[config.mk]
export PLATFORM = sky130hd
export DESIGN_NAME = dsrwd_top
export DESIGN_NICKNAME = d
export VERILOG_FILES = /design/src/inc/dsrwd_pkg.sv /design/src/verilog/dsrwd_top.sv
export VERILOG_INCLUDE_DIRS = /design/src /design/src/inc
export SDC_FILE = /design/constraint.sdc
export NUM_CORES = 1
export LEC_CHECK = 0
export BUFFER_PORTS_ARGS = -buffer_cell sky130_fd_sc_hd__buf_4
export CAP_MARGIN = 10
export CORE_MARGIN = 5
export CORE_UTILIZATION = 40
export CTS_CLUSTER_SIZE = 10
export DETAILED_ROUTE_END_ITERATION = 6
export MAX_ROUTING_LAYER = met4
export PLACE_DENSITY = 0.65
export SETUP_SLACK_MARGIN = 0.3
export SLEW_MARGIN = 20
export SYNTH_ARGS = -nofsm -noshare
export SYNTH_HDL_FRONTEND = slang
export SYNTH_SLANG_ARGS = --single-unit
[constraint.sdc]
create_clock -name CORE_CLK_IN -period 6.2 [get_ports CORE_CLK_IN]
set_clock_uncertainty 0.2 [all_clocks]
set_input_delay 1.24 -clock CORE_CLK_IN [delete_from_list [all_inputs] [get_ports CORE_CLK_IN]]
set_output_delay 1.24 -clock CORE_CLK_IN [all_outputs]
set_load 0.02 [all_outputs]
[src/inc/dsrwd_regs.svh]
`ifndef DSRWD_REGS_SVH
`define DSRWD_REGS_SVH

// Core clock period, in picoseconds
`define DSRWD_CLK_PERIOD_PS 64'd20000

// Reset timeout options in milliseconds
`define DSRWD_RST_TO1_MS 64'd50
`define DSRWD_RST_TO2_MS 64'd100
`define DSRWD_RST_TO3_MS 64'd200
`define DSRWD_RST_TO4_MS 64'd400

// Watchdog timeout window in milliseconds
`define DSRWD_WD_MIN_MS 64'd1200
`define DSRWD_WD_NOM_MS 64'd1600
`define DSRWD_WD_MAX_MS 64'd2000

// Milliseconds to clock cycles
`define DSRWD_MS_TO_CYC(ms) (((ms) * 64'd1000000000) / `DSRWD_CLK_PERIOD_PS)

// Timeout option encodings
`define DSRWD_OPT_50MS 2'h0
`define DSRWD_OPT_100MS 2'h1
`define DSRWD_OPT_200MS 2'h2
`define DSRWD_OPT_400MS 2'h3

`endif

[src/inc/dsrwd_pkg.sv]
package dsrwd_pkg;

    typedef enum logic [1:0] {
        DSRWD_TO_50MS = 2'h0,
        DSRWD_TO_100MS = 2'h1,
        DSRWD_TO_200MS = 2'h2,
        DSRWD_TO_400MS = 2'h3
    } dsrwd_opt_t;

    // Gray-coded along undervolt -> hold -> run
    typedef enum logic [1:0] {
        DSRWD_ST_UNDERVOLT = 2'b00,
        DSRWD_ST_HOLD = 2'b01,
        DSRWD_ST_RUN = 2'b11
    } dsrwd_state_t;

endpackage

[src/verilog/dsrwd_top.sv]
`timescale 1ns/10ps
`include "dsrwd_regs.svh"
// Overview of operation
// RL1 - Reset output is asserted while either supply-monitor flag reports under-voltage.
// RL2 - After the last flag clears, reset stays asserted for one full reset timeout, then releases.
// RL3 - The reset timeout is one of four build options: 50, 100, 200 or 400 ms.
// RL4 - With no other option chosen the reset timeout is 200 ms.
// RL5 - The watchdog timeout is nominally 1.6 s and always between 1.2 s and 2 s.
// RL6 - A kick input held at one level beyond the watchdog timeout overflows the counter.
// RL7 - A timed-out watchdog output stays low until a kick transition is seen.
// RL8 - The watchdog counter clears while reset is asserted and on every kick transition.
// RL9 - A watchdog timeout never affects the reset output.
// RL10 - The watchdog output is also asserted while reset is held by an under-voltage.
// RL11 - The watchdog output deasserts at once when its cause ends, with no timeout.
// RL12 - The watchdog cannot be disabled; a never-toggling kick input still times out.
// RL13 - Both outputs are active low.
// RL14 - Each output is built as open-drain or push-pull by a fixed build choice.
// RL15 - Kick input and supply flags are synchronised and kicks are found by sample compare.
// RL16 - The supervised processor kicks well inside the minimum watchdog timeout.
module dsrwd_top #(
    parameter dsrwd_pkg::dsrwd_opt_t TIMEOUT_OPTION = dsrwd_pkg::DSRWD_TO_200MS, // [RL4]
    parameter bit RESET_OPEN_DRAIN = 1'b1,
    parameter bit WATCHDOG_OPEN_DRAIN = 1'b1,
    parameter logic [26:0] RST_TO1_CYC = 27'(`DSRWD_MS_TO_CYC(`DSRWD_RST_TO1_MS)),
    parameter logic [26:0] RST_TO2_CYC = 27'(`DSRWD_MS_TO_CYC(`DSRWD_RST_TO2_MS)),
    parameter logic [26:0] RST_TO3_CYC = 27'(`DSRWD_MS_TO_CYC(`DSRWD_RST_TO3_MS)),
    parameter logic [26:0] RST_TO4_CYC = 27'(`DSRWD_MS_TO_CYC(`DSRWD_RST_TO4_MS)),
    parameter logic [26:0] WD_TIMEOUT_CYC = 27'(`DSRWD_MS_TO_CYC(`DSRWD_WD_NOM_MS))
) (
    input wire logic CORE_CLK_IN, // 50 MHz core clock
    input wire logic RST_B_IN, // Asynchronous reset, active low
    input wire logic PRIMARY_SUPPLY_SENSE_IN, // High while primary supply is below trip
    input wire logic SECONDARY_SUPPLY_SENSE_IN, // High while secondary supply is below trip
    input wire logic WATCHDOG_KICK_IN, // Kick pin from supervised processor
    output logic SUPERVISOR_RESET_N_OUT, // Reset pin output level, active low
    output logic SUPERVISOR_RESET_N_OE_N_OUT, // Reset pin driver enable, active low
    output logic WATCHDOG_EXPIRED_N_OUT, // Watchdog pin output level, active low
    output logic WATCHDOG_EXPIRED_N_OE_N_OUT // Watchdog pin driver enable, active low
);

    // Synchronisers: first stage feeds only the second stage
    logic [2:0] sync1_r;
    logic [2:0] sync2_r;
    logic kick_prev_r;

    always_ff @(posedge CORE_CLK_IN or negedge RST_B_IN) begin
        if (!RST_B_IN) begin
            sync1_r <= 3'h0;
            sync2_r <= 3'h0;
        end else begin
            sync1_r <= {WATCHDOG_KICK_IN, SECONDARY_SUPPLY_SENSE_IN,
                        PRIMARY_SUPPLY_SENSE_IN}; // [RL15]
            sync2_r <= sync1_r; // [RL15]
        end
    end

    wire logic undervolt = sync2_r[0] | sync2_r[1]; // [RL1]
    wire logic kick_s = sync2_r[2];

    // Previous kick sample; reset seeds it to 0, so a pin held high after reset counts as one kick
    logic kick_seen_r;
    always_ff @(posedge CORE_CLK_IN or negedge RST_B_IN) begin
        if (!RST_B_IN) begin
            kick_prev_r <= 1'b0;
            kick_seen_r <= 1'b0;
        end else begin
            kick_prev_r <= kick_s;
            kick_seen_r <= 1'b1;
        end
    end

    wire logic kick_edge = kick_seen_r & (kick_s ^ kick_prev_r); // [RL15]

    // Reset timeout selection, fixed at build
    wire logic [26:0] rst_to_cyc =
        (TIMEOUT_OPTION == dsrwd_pkg::DSRWD_TO_50MS) ? RST_TO1_CYC :
        (TIMEOUT_OPTION == dsrwd_pkg::DSRWD_TO_100MS) ? RST_TO2_CYC :
        (TIMEOUT_OPTION == dsrwd_pkg::DSRWD_TO_400MS) ? RST_TO4_CYC :
        RST_TO3_CYC; // [RL3] [RL4]

    // Supervisor state machine
    dsrwd_pkg::dsrwd_state_t state_r;
    dsrwd_pkg::dsrwd_state_t state_nxt;
    logic [26:0] rst_cnt_r;
    logic [26:0] rst_cnt_nxt;

    wire logic hold_done = (rst_cnt_r >= rst_to_cyc - 27'h1);

    always_comb begin
        state_nxt = state_r;
        rst_cnt_nxt = rst_cnt_r;
        unique case (state_r)
            dsrwd_pkg::DSRWD_ST_UNDERVOLT: begin
                rst_cnt_nxt = 27'h0;
                if (!undervolt) begin
                    state_nxt = dsrwd_pkg::DSRWD_ST_HOLD;
                end
            end
            dsrwd_pkg::DSRWD_ST_HOLD: begin
                // Any dip restarts the timeout from the final recovery
                if (undervolt) begin
                    state_nxt = dsrwd_pkg::DSRWD_ST_UNDERVOLT; // [RL1] [RL2]
                    rst_cnt_nxt = 27'h0;
                end else if (hold_done) begin
                    state_nxt = dsrwd_pkg::DSRWD_ST_RUN; // [RL2]
                end else begin
                    rst_cnt_nxt = rst_cnt_r + 27'h1;
                end
            end
            dsrwd_pkg::DSRWD_ST_RUN: begin
                if (undervolt) begin
                    state_nxt = dsrwd_pkg::DSRWD_ST_UNDERVOLT; // [RL1]
                    rst_cnt_nxt = 27'h0;
                end
            end
            default: begin
                state_nxt = dsrwd_pkg::DSRWD_ST_UNDERVOLT;
                rst_cnt_nxt = 27'h0;
            end
        endcase
    end

    always_ff @(posedge CORE_CLK_IN or negedge RST_B_IN) begin
        if (!RST_B_IN) begin
            state_r <= dsrwd_pkg::DSRWD_ST_UNDERVOLT;
            rst_cnt_r <= 27'h0;
        end else begin
            state_r <= state_nxt;
            rst_cnt_r <= rst_cnt_nxt;
        end
    end

    // Reset depends only on supplies and the hold timer, never on the watchdog
    wire logic reset_active = (state_r != dsrwd_pkg::DSRWD_ST_RUN); // [RL9]

    // Watchdog counter; no enable exists, so an idle kick pin always expires
    logic [26:0] wd_cnt_r;
    logic [26:0] wd_cnt_nxt;
    logic wd_expired_r;
    logic wd_expired_nxt;

    wire logic wd_clear = reset_active | kick_edge; // [RL8]
    wire logic wd_overflow = (wd_cnt_r >= WD_TIMEOUT_CYC - 27'h1); // [RL5] [RL6]

    assign wd_cnt_nxt = wd_clear ? 27'h0 :
                        wd_overflow ? wd_cnt_r : wd_cnt_r + 27'h1; // [RL8] [RL12]
    // Only a kick transition releases a timeout
    assign wd_expired_nxt = kick_edge ? 1'b0 :
                            (!reset_active & wd_overflow) ? 1'b1 : wd_expired_r; // [RL6] [RL7]

    always_ff @(posedge CORE_CLK_IN or negedge RST_B_IN) begin
        if (!RST_B_IN) begin
            wd_cnt_r <= 27'h0;
            wd_expired_r <= 1'b0;
        end else begin
            wd_cnt_r <= wd_cnt_nxt;
            wd_expired_r <= wd_expired_nxt;
        end
    end

    // Output registers, active low
    logic rst_n_r;
    logic wdo_n_r;

    always_ff @(posedge CORE_CLK_IN or negedge RST_B_IN) begin
        if (!RST_B_IN) begin
            rst_n_r <= 1'b0;
            wdo_n_r <= 1'b0;
        end else begin
            rst_n_r <= ~(state_nxt != dsrwd_pkg::DSRWD_ST_RUN); // [RL13]
            // Undervolt drop releases at once, no hold period
            wdo_n_r <= ~(wd_expired_nxt |
                         (state_nxt == dsrwd_pkg::DSRWD_ST_UNDERVOLT)); // [RL10] [RL11] [RL13]
        end
    end

    // Open-drain builds drive low or release; push-pull always drives
    assign SUPERVISOR_RESET_N_OUT = RESET_OPEN_DRAIN ? 1'b0 : rst_n_r; // [RL14]
    assign SUPERVISOR_RESET_N_OE_N_OUT = RESET_OPEN_DRAIN ? rst_n_r : 1'b0; // [RL14]
    assign WATCHDOG_EXPIRED_N_OUT = WATCHDOG_OPEN_DRAIN ? 1'b0 : wdo_n_r; // [RL14]
    assign WATCHDOG_EXPIRED_N_OE_N_OUT = WATCHDOG_OPEN_DRAIN ? wdo_n_r : 1'b0; // [RL14]

endmodule
Word-level counts from Yosys, hierarchy flattened
Index checks and enable logic that the tools add are counted.
{ "word_totals": {"register_bits": 67, "inputBits": 5, "output_inout_bits": 4, "elab_cells": 46} }
{ "op_classes": {"addsub": 2, "magnitude_cmp": 2, "n_eq_ne": 7, "muxes": 13, "bitwise": 8, "n_reduce_logical": 4} }
{ "ops": {"columns": ["cell", "count"], "rows": [
  ["$mux W27", 5],
  ["$add A27 B1 Y27 const B", 2],
  ["$pmux W27 S2", 1],
  ["$ge A27 B24 Y1 const B", 1],
  ["$ge A27 B27 Y1 const B", 1],
  ["$mux W2", 4],
  ["$ne A2 B2 Y1 const B", 4],
  ["$pmux W2 S3", 1],
  ["$logic_not A2 Y1", 2],
  ["$ne A3 B3 Y1 const B", 1],
  ["$or A1 B1 Y1", 3],
  ["$and A1 B1 Y1", 2],
  ["$eq A2 B1 Y1 const B", 1],
  ["$eq A2 B2 Y1 const B", 1],
  ["$mux W1", 2],
  ["$not A1 Y1", 2],
  ["$reduce_and A2 Y1", 1],
  ["$logic_not A1 Y1", 1],
  ["$xor A1 B1 Y1", 1]
]} }

Logic depth before layout (Yosys ltp)
Gate-level depths: netlist of run 1.
{ "depth": {"depth_word": 7, "depth_mapped": 8, "depth_no_buf": 7} }

Least setup slack after synthesis of run 1
OpenSTA, ideal clock, no wires.
{ "synth_path": {"kind": "reg-to-reg", "start": "register rst_cnt_r[0]", "end": "register rst_cnt_r[19]", "setup_time_ps": 78, "arrival_time_ps": 2022, "t_required_ps": 5922, "path_slack_ps": 3900, "path_stages_with_launch": 9, "path_buffers": 1, "synth_period_minus_slack_ps": 2300, "cell_sequence": "dfrtp_1 > ha_1 > and4_1 > nand2_2 > o41a_1 > o21ai_2 > buf_6 > or4_1 > a21oi_1"} }
{ "synth_via": {"elab_chain_len": 4, "word_cells_on_any_way": 7, "cone_classes": "1 x add/sub; 1 x order compare; 1 x eq/ne; 3 x mux; 1 x reduce/logical"} }
{ "synth_rtl": {"columns": ["element", "line_no", "rtl"], "rows": [
  ["start: declaration", "dsrwd_top.sv:84", "logic [26:0] rst_cnt_r;"],
  ["start signal: assignment", "dsrwd_top.sv:129", "rst_cnt_r <= rst_cnt_nxt;"],
  ["$add A27 B1 Y27", "dsrwd_top.sv:107", "rst_cnt_nxt = rst_cnt_r + 27'h1;"],
  ["$mux W27", "dsrwd_top.sv:104", "end else if (hold_done) begin"],
  ["$mux W27", "dsrwd_top.sv:101", "if (undervolt) begin"],
  ["$pmux W27 S2", "dsrwd_top.sv:92", "unique case (state_r)"]
]} }
Several ways; a longest one is shown, not always the timed one. The select of a mux whose other input is x is not followed.
A chain may end at the register's enable or synchronous reset.

Worst setup path after layout of run 1
{ "layout_path": {"start": "register wd_cnt_r[0]", "end": "register wdo_n_r (netlist: WATCHDOG_EXPIRED_N_OE_N_OUT)"} }
{ "layout_via": {"elab_chain_len": 6} }
{ "layout_rtl": {"columns": ["element", "line_no", "rtl"], "rows": [
  ["start: declaration", "dsrwd_top.sv:137", "logic [26:0] wd_cnt_r;"],
  ["start signal: assignment", "dsrwd_top.sv:156", "wd_cnt_r <= wd_cnt_nxt;"],
  ["$ge A27 B27 Y1", "dsrwd_top.sv:143", "wire logic wd_overflow = (wd_cnt_r >= WD_TIMEOUT_CYC - 27'h1);"],
  ["$and A1 B1 Y1", "dsrwd_top.sv:149", "(!reset_active & wd_overflow) ? 1'b1 : wd_expired_r;"],
  ["$mux W1", "dsrwd_top.sv:149", null],
  ["$mux W1", "dsrwd_top.sv:148", "assign wd_expired_nxt = kick_edge ? 1'b0 :"],
  ["named net wd_expired_nxt", "dsrwd_top.sv:140", "logic wd_expired_nxt;"],
  ["$or A1 B1 Y1", "dsrwd_top.sv:172", "wdo_n_r <= ~(wd_expired_nxt |"],
  ["$not A1 Y1", "dsrwd_top.sv:172", null],
  ["end signal: assignment", "dsrwd_top.sv:172", null],
  ["end: declaration", "dsrwd_top.sv:163", "logic wdo_n_r;"]
]} }
The timed path passes the listed nets, and every way through them passes these cells.

==> run metrics, run 1 <==
status finished clean; HP Start sync1_r[1]; Syn Inst Count 369; hold path depth 0; # rows 34; Seq pwr share 0.527; worst reg-to-reg path cell count 7; CTS Buf Count 9; critical path's slowest cell o2111ai_1; area share of xor/xnor cells in the synthesized design 0.0721; worst-margin pin slew 1040 ps; Post-Synth Simple-Gate Area 0.269; cell family with most CP delay compound AO/OA/AOI/OAI gates; Final Max Tran Viols 0; # port buffers 6; Fmax 354 MHz; Initial Util 0.408; GRT overflow 0; TritonCTS clock tree built; Post-CTS Setup Repair Bufs 0; Initial DRC Count 150; Setup TNS 0 ps; Clock power frac 0.454; Tot GR Track Use 0.141; Post-Synth Adder-Cell Area 0.00710; Yosys top cell area share 0.476; Synth Cell Area 0.00352 mm²; dominant synthesized flop cell dfrtp_1; critical path cell sequence ha_1, nand3_1, a211oi_1, o2111ai_1, nand2_1, a22o_1, a2111oi_0; final number of setup-violating endpoints 0; full die area 0.0108 mm²; post-synthesis mux area share 0.00284; synthesis-stage register bit count 67; H-tree depth 3; startpoint types register; final worst-path cycle share 0.455; share of cells above drive strength 1 0.0831; dpl hpwl 4.64 mm; Core ar. 0.00864 mm²; RePlAce Congestion 0.836; Clock Pin Slew Worst Setup and Hold Paths 70 ps; post-synth top area cell dfrtp_1; Hold Crit Class reg -> reg; Inserted Diodes 0; routed length per instance 14.6 µm; Endpoint, Worst Hold sync2_r[1]; Buf/Inv on CP 0; Initial DRT Pass Iterations 4; Die X-Extent 104 µm; Combinational Power Share 0.019; net switching power 0.177 mW; # DRC 0; Root Buffer clkbuf_8; clock buffer depth 2; Reg-to-Reg End WATCHDOG_EXPIRED_N_OE_N_OUT; critical path class reg -> reg; P_int 0.663 mW; WP data required 6220 ps; Slew Limit Headroom 0.305; first-pass GRT wire length 12.4 mm; Leakage 1.53 nW; Period minus WS final 2820 ps; VDD IR max 0.142 mV; register area share after synthesis 0.476; initial antenna violation count 0; Synth Area in Compound Gates 0.137; clock sink total 67; RSZ-0062 raised after global routing false; Synthesis Warnings 0; Unique masters post-synth 53; number of synthesized flops with an enable pin 0; pre-CTS WS 3350 ps; CP Capture Type register; worst-path maximum fanout 14; post-route ant nets 0; Avg Inst Size Synth 9.55 µm²; largest net degree at the start of global routing 68; top cells by area, synth dfrtp_1 (48%), xor2_1 (6.5%), nand3_1 (4.1%), nor2_1 (4.0%), nand4_1 (3.6%); Worst-Skew Late Latency 340 ps; I/O pin cnt 9; Power Density 220 mW/mm²; largest family of logic cells by synthesized area simple AND/OR/NAND/NOR gates; hold_buf cts 0; nets 375; PnR worst setup slack 3380 ps; P&R area growth vs syn 8.24%; Worst path max stage delay 800 ps; Sw Ratio 0.210; WL final 7.04 mm; post-CTS resize count 0; routed via count 2701; asr flop ratio synth 1.00; R2R setup slack 3380 ps; R2R Path Start wd_cnt_r[0]; post-DR vias/cell 5.62; Max-cap violations 0; Critical Path AT 2840 ps; Die Y 104 µm; Final Hold Vio Count 0; number of global-route vias before repair 2610
Yosys cell counts (2+ instances only):
library cell	n
nand3_2	2
o211ai_1	3
xnor2_1	3
o21ai_0	8
or4_1	2
o21ai_1	11
buf_4	2
nand2_1	19
inv_1	5
nand4_1	20
conb_1	2
xor2_1	26
dfrtp_1	67
buf_6	2
nand3_1	29
a21oi_1	21
and3_1	19
a211oi_1	4
clkbuf_1	10
o2111ai_1	2
or3_1	14
o21a_1	5
nor3_1	8
buf_2	5
ha_1	2
nor4_2	2
a31oi_1	6
nor2_1	38
and4_1	4
and2_1	3
nor4_1	3
through the flow:
step	cells	power, mW	utilization	hold slack (ps)	area (µm²)
after floorplan	370	0.456	-	131	3530
final	481	0.840	0.441	153	3810
after detailed placement	465	0.468	0.418	140	3610
after global routing	481	0.870	0.441	169	3810
after global placement	465	0.467	0.418	133	3610
after CTS	481	0.850	0.441	156	3810
placed cells by master (no fill, tap or decap), types with 3 or more instances in the layout:
master    count
dfrtp_1      67
nor2_1       38
nand3_1      29
xor2_1       26
a21oi_1      21
nand4_1      20
nand2_1      19
and3_1       19
or3_1        14
clkbuf_8     12
o21ai_1      11
o21ai_0       8
nor3_1        8
a31oi_1       6
buf_4         6
inv_1         5
o21a_1        5
a211oi_1      4
and4_1        4
nor4_1        3
and2_1        3
o211ai_1      3
xnor2_1       3
conb_1        3
clkbuf_1      3
flip-flops by register name (all words and copies together), names as in the netlist:
| name | cells |
|---|---|
| sync1_r | 3 |
| WATCHDOG_EXPIRED_N_OE_N_OUT | 1 |
| wd_cnt_r | 27 |
| kick_seen_r | 1 |
| SUPERVISOR_RESET_N_OE_N_OUT | 1 |
| rst_cnt_r | 27 |
| wd_expired_r | 1 |
| kick_prev_r | 1 |
| state_r | 2 |
| sync2_r | 3 |
worst reg2reg max path, stage by stage (launching register included):
cell	delay [ps]
dfrtp_1	430
ha_1	240
nand3_1	100
a211oi_1	90
o2111ai_1	800
nand2_1	300
a22o_1	290
a2111oi_0	260
cell type report:
class,instances,area [µm²]
Tap cell,108,135
Fill cell,844,4820
Multi-Input combinational cell,279,1730
Clock buffer,15,176
Sequential cell,67,1680
Clock inverter,1,30.0
Inverter,5,18.8
Timing Repair Buffer,6,45.0
power by group through the flow:
stage	registers, mW	clock network, mW	logic [mW]
6_report	0.442	0.381	0.0162
5_1_grt	0.443	0.408	0.0189
4_1_cts	0.442	0.390	0.0170
3_5_place_dp	0.451	0	0.0169
3_3_place_gp	0.451	0	0.0166
2_1_floorplan	0.451	0	0.00553
per-layer routing:
layer	vias up	global-route usage	wire length (µm)
met5	-	-	0
met4	0	0.0537	104
met3	7	0.0311	244
met2	51	0.208	3170
met1	1296	0.191	3520
li1	1347	-	-
worst max path at each step:
| stage | from | endpoint | cells past startpoint |
|---|---|---|---|
| after floorplan | rst_cnt_r[0] | rst_cnt_r[19] | 8 |
| after global placement | wd_cnt_r[0] | WATCHDOG_EXPIRED_N_OE_N_OUT | 7 |
| after detailed placement | wd_cnt_r[0] | WATCHDOG_EXPIRED_N_OE_N_OUT | 7 |
| after CTS | wd_cnt_r[0] | WATCHDOG_EXPIRED_N_OE_N_OUT | 7 |
| after global routing | wd_cnt_r[0] | WATCHDOG_EXPIRED_N_OE_N_OUT | 7 |
| final | wd_cnt_r[0] | WATCHDOG_EXPIRED_N_OE_N_OUT | 7 |
cell families after synthesis:
family | after synthesis
and+or+nand+nor | 172
AOI/OAI and AO/OA | 72
DFF | 67
xor gates and xnor gates | 29
buffers and inverters | 24
muxes | 1
adders and majority gates | 2
other | 2
Note: power is estimated with default switching activity, not from simulation.
==> inputs of run 2 (changes only) <==
clock period = 2.9 ns   (was 6.2 ns; I/O delays follow)
==> run 2 against run 1 <==
Fmax grew 14%. Setup slack got worse by 3000 ps. Critical endpoint is now rst_cnt_r[19]. Via count is 2.7% higher. Hold slack worse by 20 ps. Cell count is 2.1% higher. Largest power group unchanged. Final area is 2.1% higher. Core utilization rose by 0.93 points. Clock-buffer cell count decreased by 6. Combinational power is 120% higher.
==> run metrics, run 2 (synthesis gave the netlist of run 1 again) <==
pre-CTS WS 420 ps; final number of setup-violating endpoints 0; dpl hpwl 4.71 mm; Worst path max stage delay 510 ps; Hold Crit Class in -> async; Sequential Area 0.00168 mm²; GRT overflow 0; Period minus WS final 2470 ps; placed insts 472; critical path class reg -> reg; PnR worst setup slack 427 ps; Power Density 459 mW/mm²; WL final 7.11 mm; Leakage 1.60 nW; worst-path maximum fanout 16; Layout fillers 799; Clock Pin Slew Worst Setup and Hold Paths 80 ps; clock buffer depth 2; # port buffers 6; H-tree depth 3; CTS Buf Count 9; area of the multi-input gates 0.00174 mm²; Die X-Extent 104 µm; status finished clean; P&R area growth vs syn 10.5%; number of global-route vias before repair 2616; worst-margin pin slew 1010 ps; Final Max Tran Viols 0; post-DR vias/cell 5.65; RSZ-0062 raised after global routing false; Worst-Skew Late Latency 340 ps; Core Util, Final 0.451; cell family with most CP delay simple AND/OR/NAND/NOR gates; Setup TNS 0 ps; share of cells above drive strength 1 0.115; TritonCTS clock tree built; VDD IR max 0.262 mV; post-route ant nets 0; # DRC 0; WHS 133 ps; startpoint types register; post-route cell area 0.00389 mm²; routed via count 2775; nets 385; Power Total 1.79 mW; initial antenna violation count 0; most frequent cells in the layout dfrtp_1 (67), nor2_1 (38), nand3_1 (29), xor2_1 (26), a21oi_1 (21); Root Buffer clkbuf_8; # rows 34; routed length per instance 14.5 µm; hold_buf cts 0; Die Y 104 µm; RePlAce Congestion 0.844; Post-Layout Cell Count 491; Core ar. 0.00864 mm²; Final Hold Vio Count 0; critical path's slowest cell or4_1; Buf/Inv on CP 1; Slew Limit Headroom 0.324; largest net degree at the start of global routing 68; most common cell after layout, fill and taps aside dfrtp_1; Tot GR Track Use 0.142; full die area 0.0108 mm²; clock sink total 67; first-pass GRT wire length 12.6 mm; Placed Area 0.00366 mm²; Critical Path AT 2530 ps; final worst-path cycle share 0.853; WP data required 2960 ps; Initial Util 0.408; CP Capture Type register; Initial DRT Pass Iterations 4; critical path cell sequence ha_1, and4_1, nand2_4, o41a_1, o21ai_2, buf_4, or4_1, a21oi_1; biggest regs rst_cnt_r (27), wd_cnt_r (27); Initial DRC Count 223; Fmax 404 MHz; Inserted Diodes 0; Max-cap violations 0; I/O pin cnt 9
==> run 2: where the power goes <==
group | leakage [nW] | switching [mW] | internal, mW | total (mW)
Sequential | 0.916 | 0.00399 | 0.941 | 0.945
Clock | 0.107 | 0.394 | 0.412 | 0.806
Combinational | 0.578 | 0.0278 | 0.00754 | 0.0353
Total | 1.60 | 0.426 | 1.36 | 1.79
==> run 2: path summary, 6_finish.rpt <==
kind	start	end	slack, ps	cells after the start
worst min register to register	sync1_r[1]	sync2_r[1]	160	0
max in group asynchronous	RST_B_IN	rst_cnt_r[22]	1830	1
min in group CORE_CLK_IN	WATCHDOG_KICK_IN	sync1_r[2]	140	1
worst min-delay path	RST_B_IN	WATCHDOG_EXPIRED_N_OE_N_OUT	130	1
worst max-delay path	rst_cnt_r[0]	rst_cnt_r[19]	430	8
worst max register to register	rst_cnt_r[0]	rst_cnt_r[19]	430	8
==> run 2: layer usage <==
metal  vias to the layer above  part of all wire  track usage
li1                       1368                 -            -
met1                      1347              0.50        0.205
met2                        52              0.45        0.202
met3                         8             0.037       0.0205
met4                         0             0.015       0.0574
met5                         -                 0            -
==> run 2: final cells by class <==
| type | instances | share of cell area |
|---|---|---|
| multi-input cells | 279 | 0.446 |
| well taps | 108 | 0.0347 |
| repair buffers | 16 | 0.0309 |
| flip-flops and latches | 67 | 0.431 |
| clock inverters | 7 | 0.0209 |
| inverters | 5 | 0.00482 |
| clock buffers | 9 | 0.0318 |
==> run 2: worst reg2reg max path, cell delays in order (launching register included) <==
cell and delay, ps:
dfrtp_1 430, ha_1 260, and4_1 250, nand2_4 120
o41a_1 200, o21ai_2 80, buf_4 190, or4_1 510
a21oi_1 150
==> run 2: timing repair <==
item	in CTS	in global routing
buffers inserted	0	3
gates resized for setup	0	2
endpoints found under the setup margin	0	7
==> inputs of run 3 (changes only) <==
CELL_PAD_IN_SITES_DETAIL_PLACEMENT = 0   (was not set)
CELL_PAD_IN_SITES_GLOBAL_PLACEMENT = 1   (was not set)
PLACE_DENSITY = 0.77   (was 0.65)
==> run 3 against run 2 <==
First-iteration DRC count is 43% lower. Routed wire length is 6.6% higher. Core utilization hardly changed. Non-clock buffer count stayed put. Critical path depth stayed put. Sequential power hardly changed. Clock power is 2% lower. Critical endpoint unchanged. Largest power group unchanged.
==> run metrics, run 3 (synthesis gave the netlist of run 1 again) <==
final number of setup-violating endpoints 0; WHS 123 ps; CTS Buf Count 9; worst-path maximum fanout 12; initial antenna violation count 0; Die X-Extent 104 µm; Max-cap violations 0; Root Buffer clkbuf_8; clock buffer depth 2; Leakage 1.59 nW; number of global-route vias before repair 2700; biggest regs rst_cnt_r (27), wd_cnt_r (27); R2R Path Start rst_cnt_r[0]; dpl hpwl 5.14 mm; post-DR vias/cell 5.79; Period minus WS final 2470 ps; clock sink total 67; Setup TNS 0 ps; routed via count 2844; CP Capture Type register; Core ar. 0.00864 mm²; Inserted Diodes 0; Worst Setup EP rst_cnt_r[19]; Post-Layout Cell Count 491; WL final 7.58 mm; first-pass GRT wire length 13.3 mm; # rows 34; WP data required 2960 ps; share of cells above drive strength 1 0.112; Power Density 455 mW/mm²; # port buffers 6; pre-CTS WS 377 ps; worst reg-to-reg path cell count 8; RePlAce Congestion 0.833; Core Util, Final 0.450; Final Hold Vio Count 0; routed length per instance 15.4 µm; Hold Crit Class in -> async; PnR worst setup slack 431 ps; Placed Area 0.00367 mm²; Clock Pin Slew Worst Setup and Hold Paths 80 ps; post-route cell area 0.00389 mm²; Slew Limit Headroom 0.437; status finished clean; nets 385; Initial DRC Count 126; I/O pin cnt 9; full die area 0.0108 mm²; most frequent cells in the layout dfrtp_1 (67), nor2_1 (38), nand3_1 (29), xor2_1 (26), a21oi_1 (21); placed insts 473; Worst-Skew Late Latency 340 ps; Fmax 405 MHz; Initial DRT Pass Iterations 4; startpoint types register; Tot GR Track Use 0.152; Power Total 1.77 mW; R2R setup slack 430 ps; post-route ant nets 0; most common cell after layout, fill and taps aside dfrtp_1; worst-margin pin slew 844 ps; GRT overflow 0; # DRC 0; Initial Util 0.408; Reg-to-Reg End rst_cnt_r[19]; critical path class reg -> reg; Critical Path AT 2530 ps; Crit. Startpoint rst_cnt_r[0]; RSZ-0062 raised after global routing true; largest net degree at the start of global routing 68; Die Y 104 µm; TritonCTS clock tree built; final worst-path cycle share 0.851; H-tree depth 3; VDD IR max 0.201 mV; Final Max Tran Viols 0; P&R area growth vs syn 10.4%
-- run 3: worst min path at each step --
stage,startpoint,to,slack [ps]
2_1_floorplan,RST_B_IN,SUPERVISOR_RESET_N_OE_N_OUT,80
3_3_place_gp,sync1_r[2],sync2_r[2],130
3_5_place_dp,sync1_r[0],sync2_r[0],140
4_1_cts,WATCHDOG_KICK_IN,sync1_r[2],120
5_1_grt,SECONDARY_SUPPLY_SENSE_IN,sync1_r[1],120
6_report,RST_B_IN,wd_cnt_r[18],120
-- run 3: layer usage --
metal,track usage,up-vias,share of wire
met2,0.222,48,0.46
met1,0.213,1417,0.49
met3,0.0305,7,0.032
met5,-,-,0
met4,0.0500,0,0.013
li1,-,1372,-
-- run 3: worst max-delay path, cell delays in order (launching register included) --
cell     delay [ps]
dfrtp_1         430
ha_1            260
and4_1          260
nand2_4         120
o41a_1          190
o21ai_2          80
buf_4           180
or4_1           510
a21oi_1         160
-- run 3: layout make-up --
type / instances / area, µm²
fillers: 825 / 4750
inverters: 5 / 18.8
flip-flops and latches: 67 / 1680
repair buffers: 16 / 120
clock buffers: 11 / 141
well taps: 108 / 135
clock inverters: 5 / 61.3
multi-input cells: 279 / 1740
-- run 3: report_power, final --
part           total [mW]  internal, mW  switching [mW]
Clock               0.789         0.424           0.365
Combinational      0.0353       0.00738          0.0279
Sequential          0.946         0.941         0.00472
-- run 3: timing repair --
item	4_1_cts	5_1_grt
endpoints found under the setup margin	0	2
buffers inserted	0	2
hold endpoints to repair	0	0
hold buffers	0	0
resized for setup	0	1
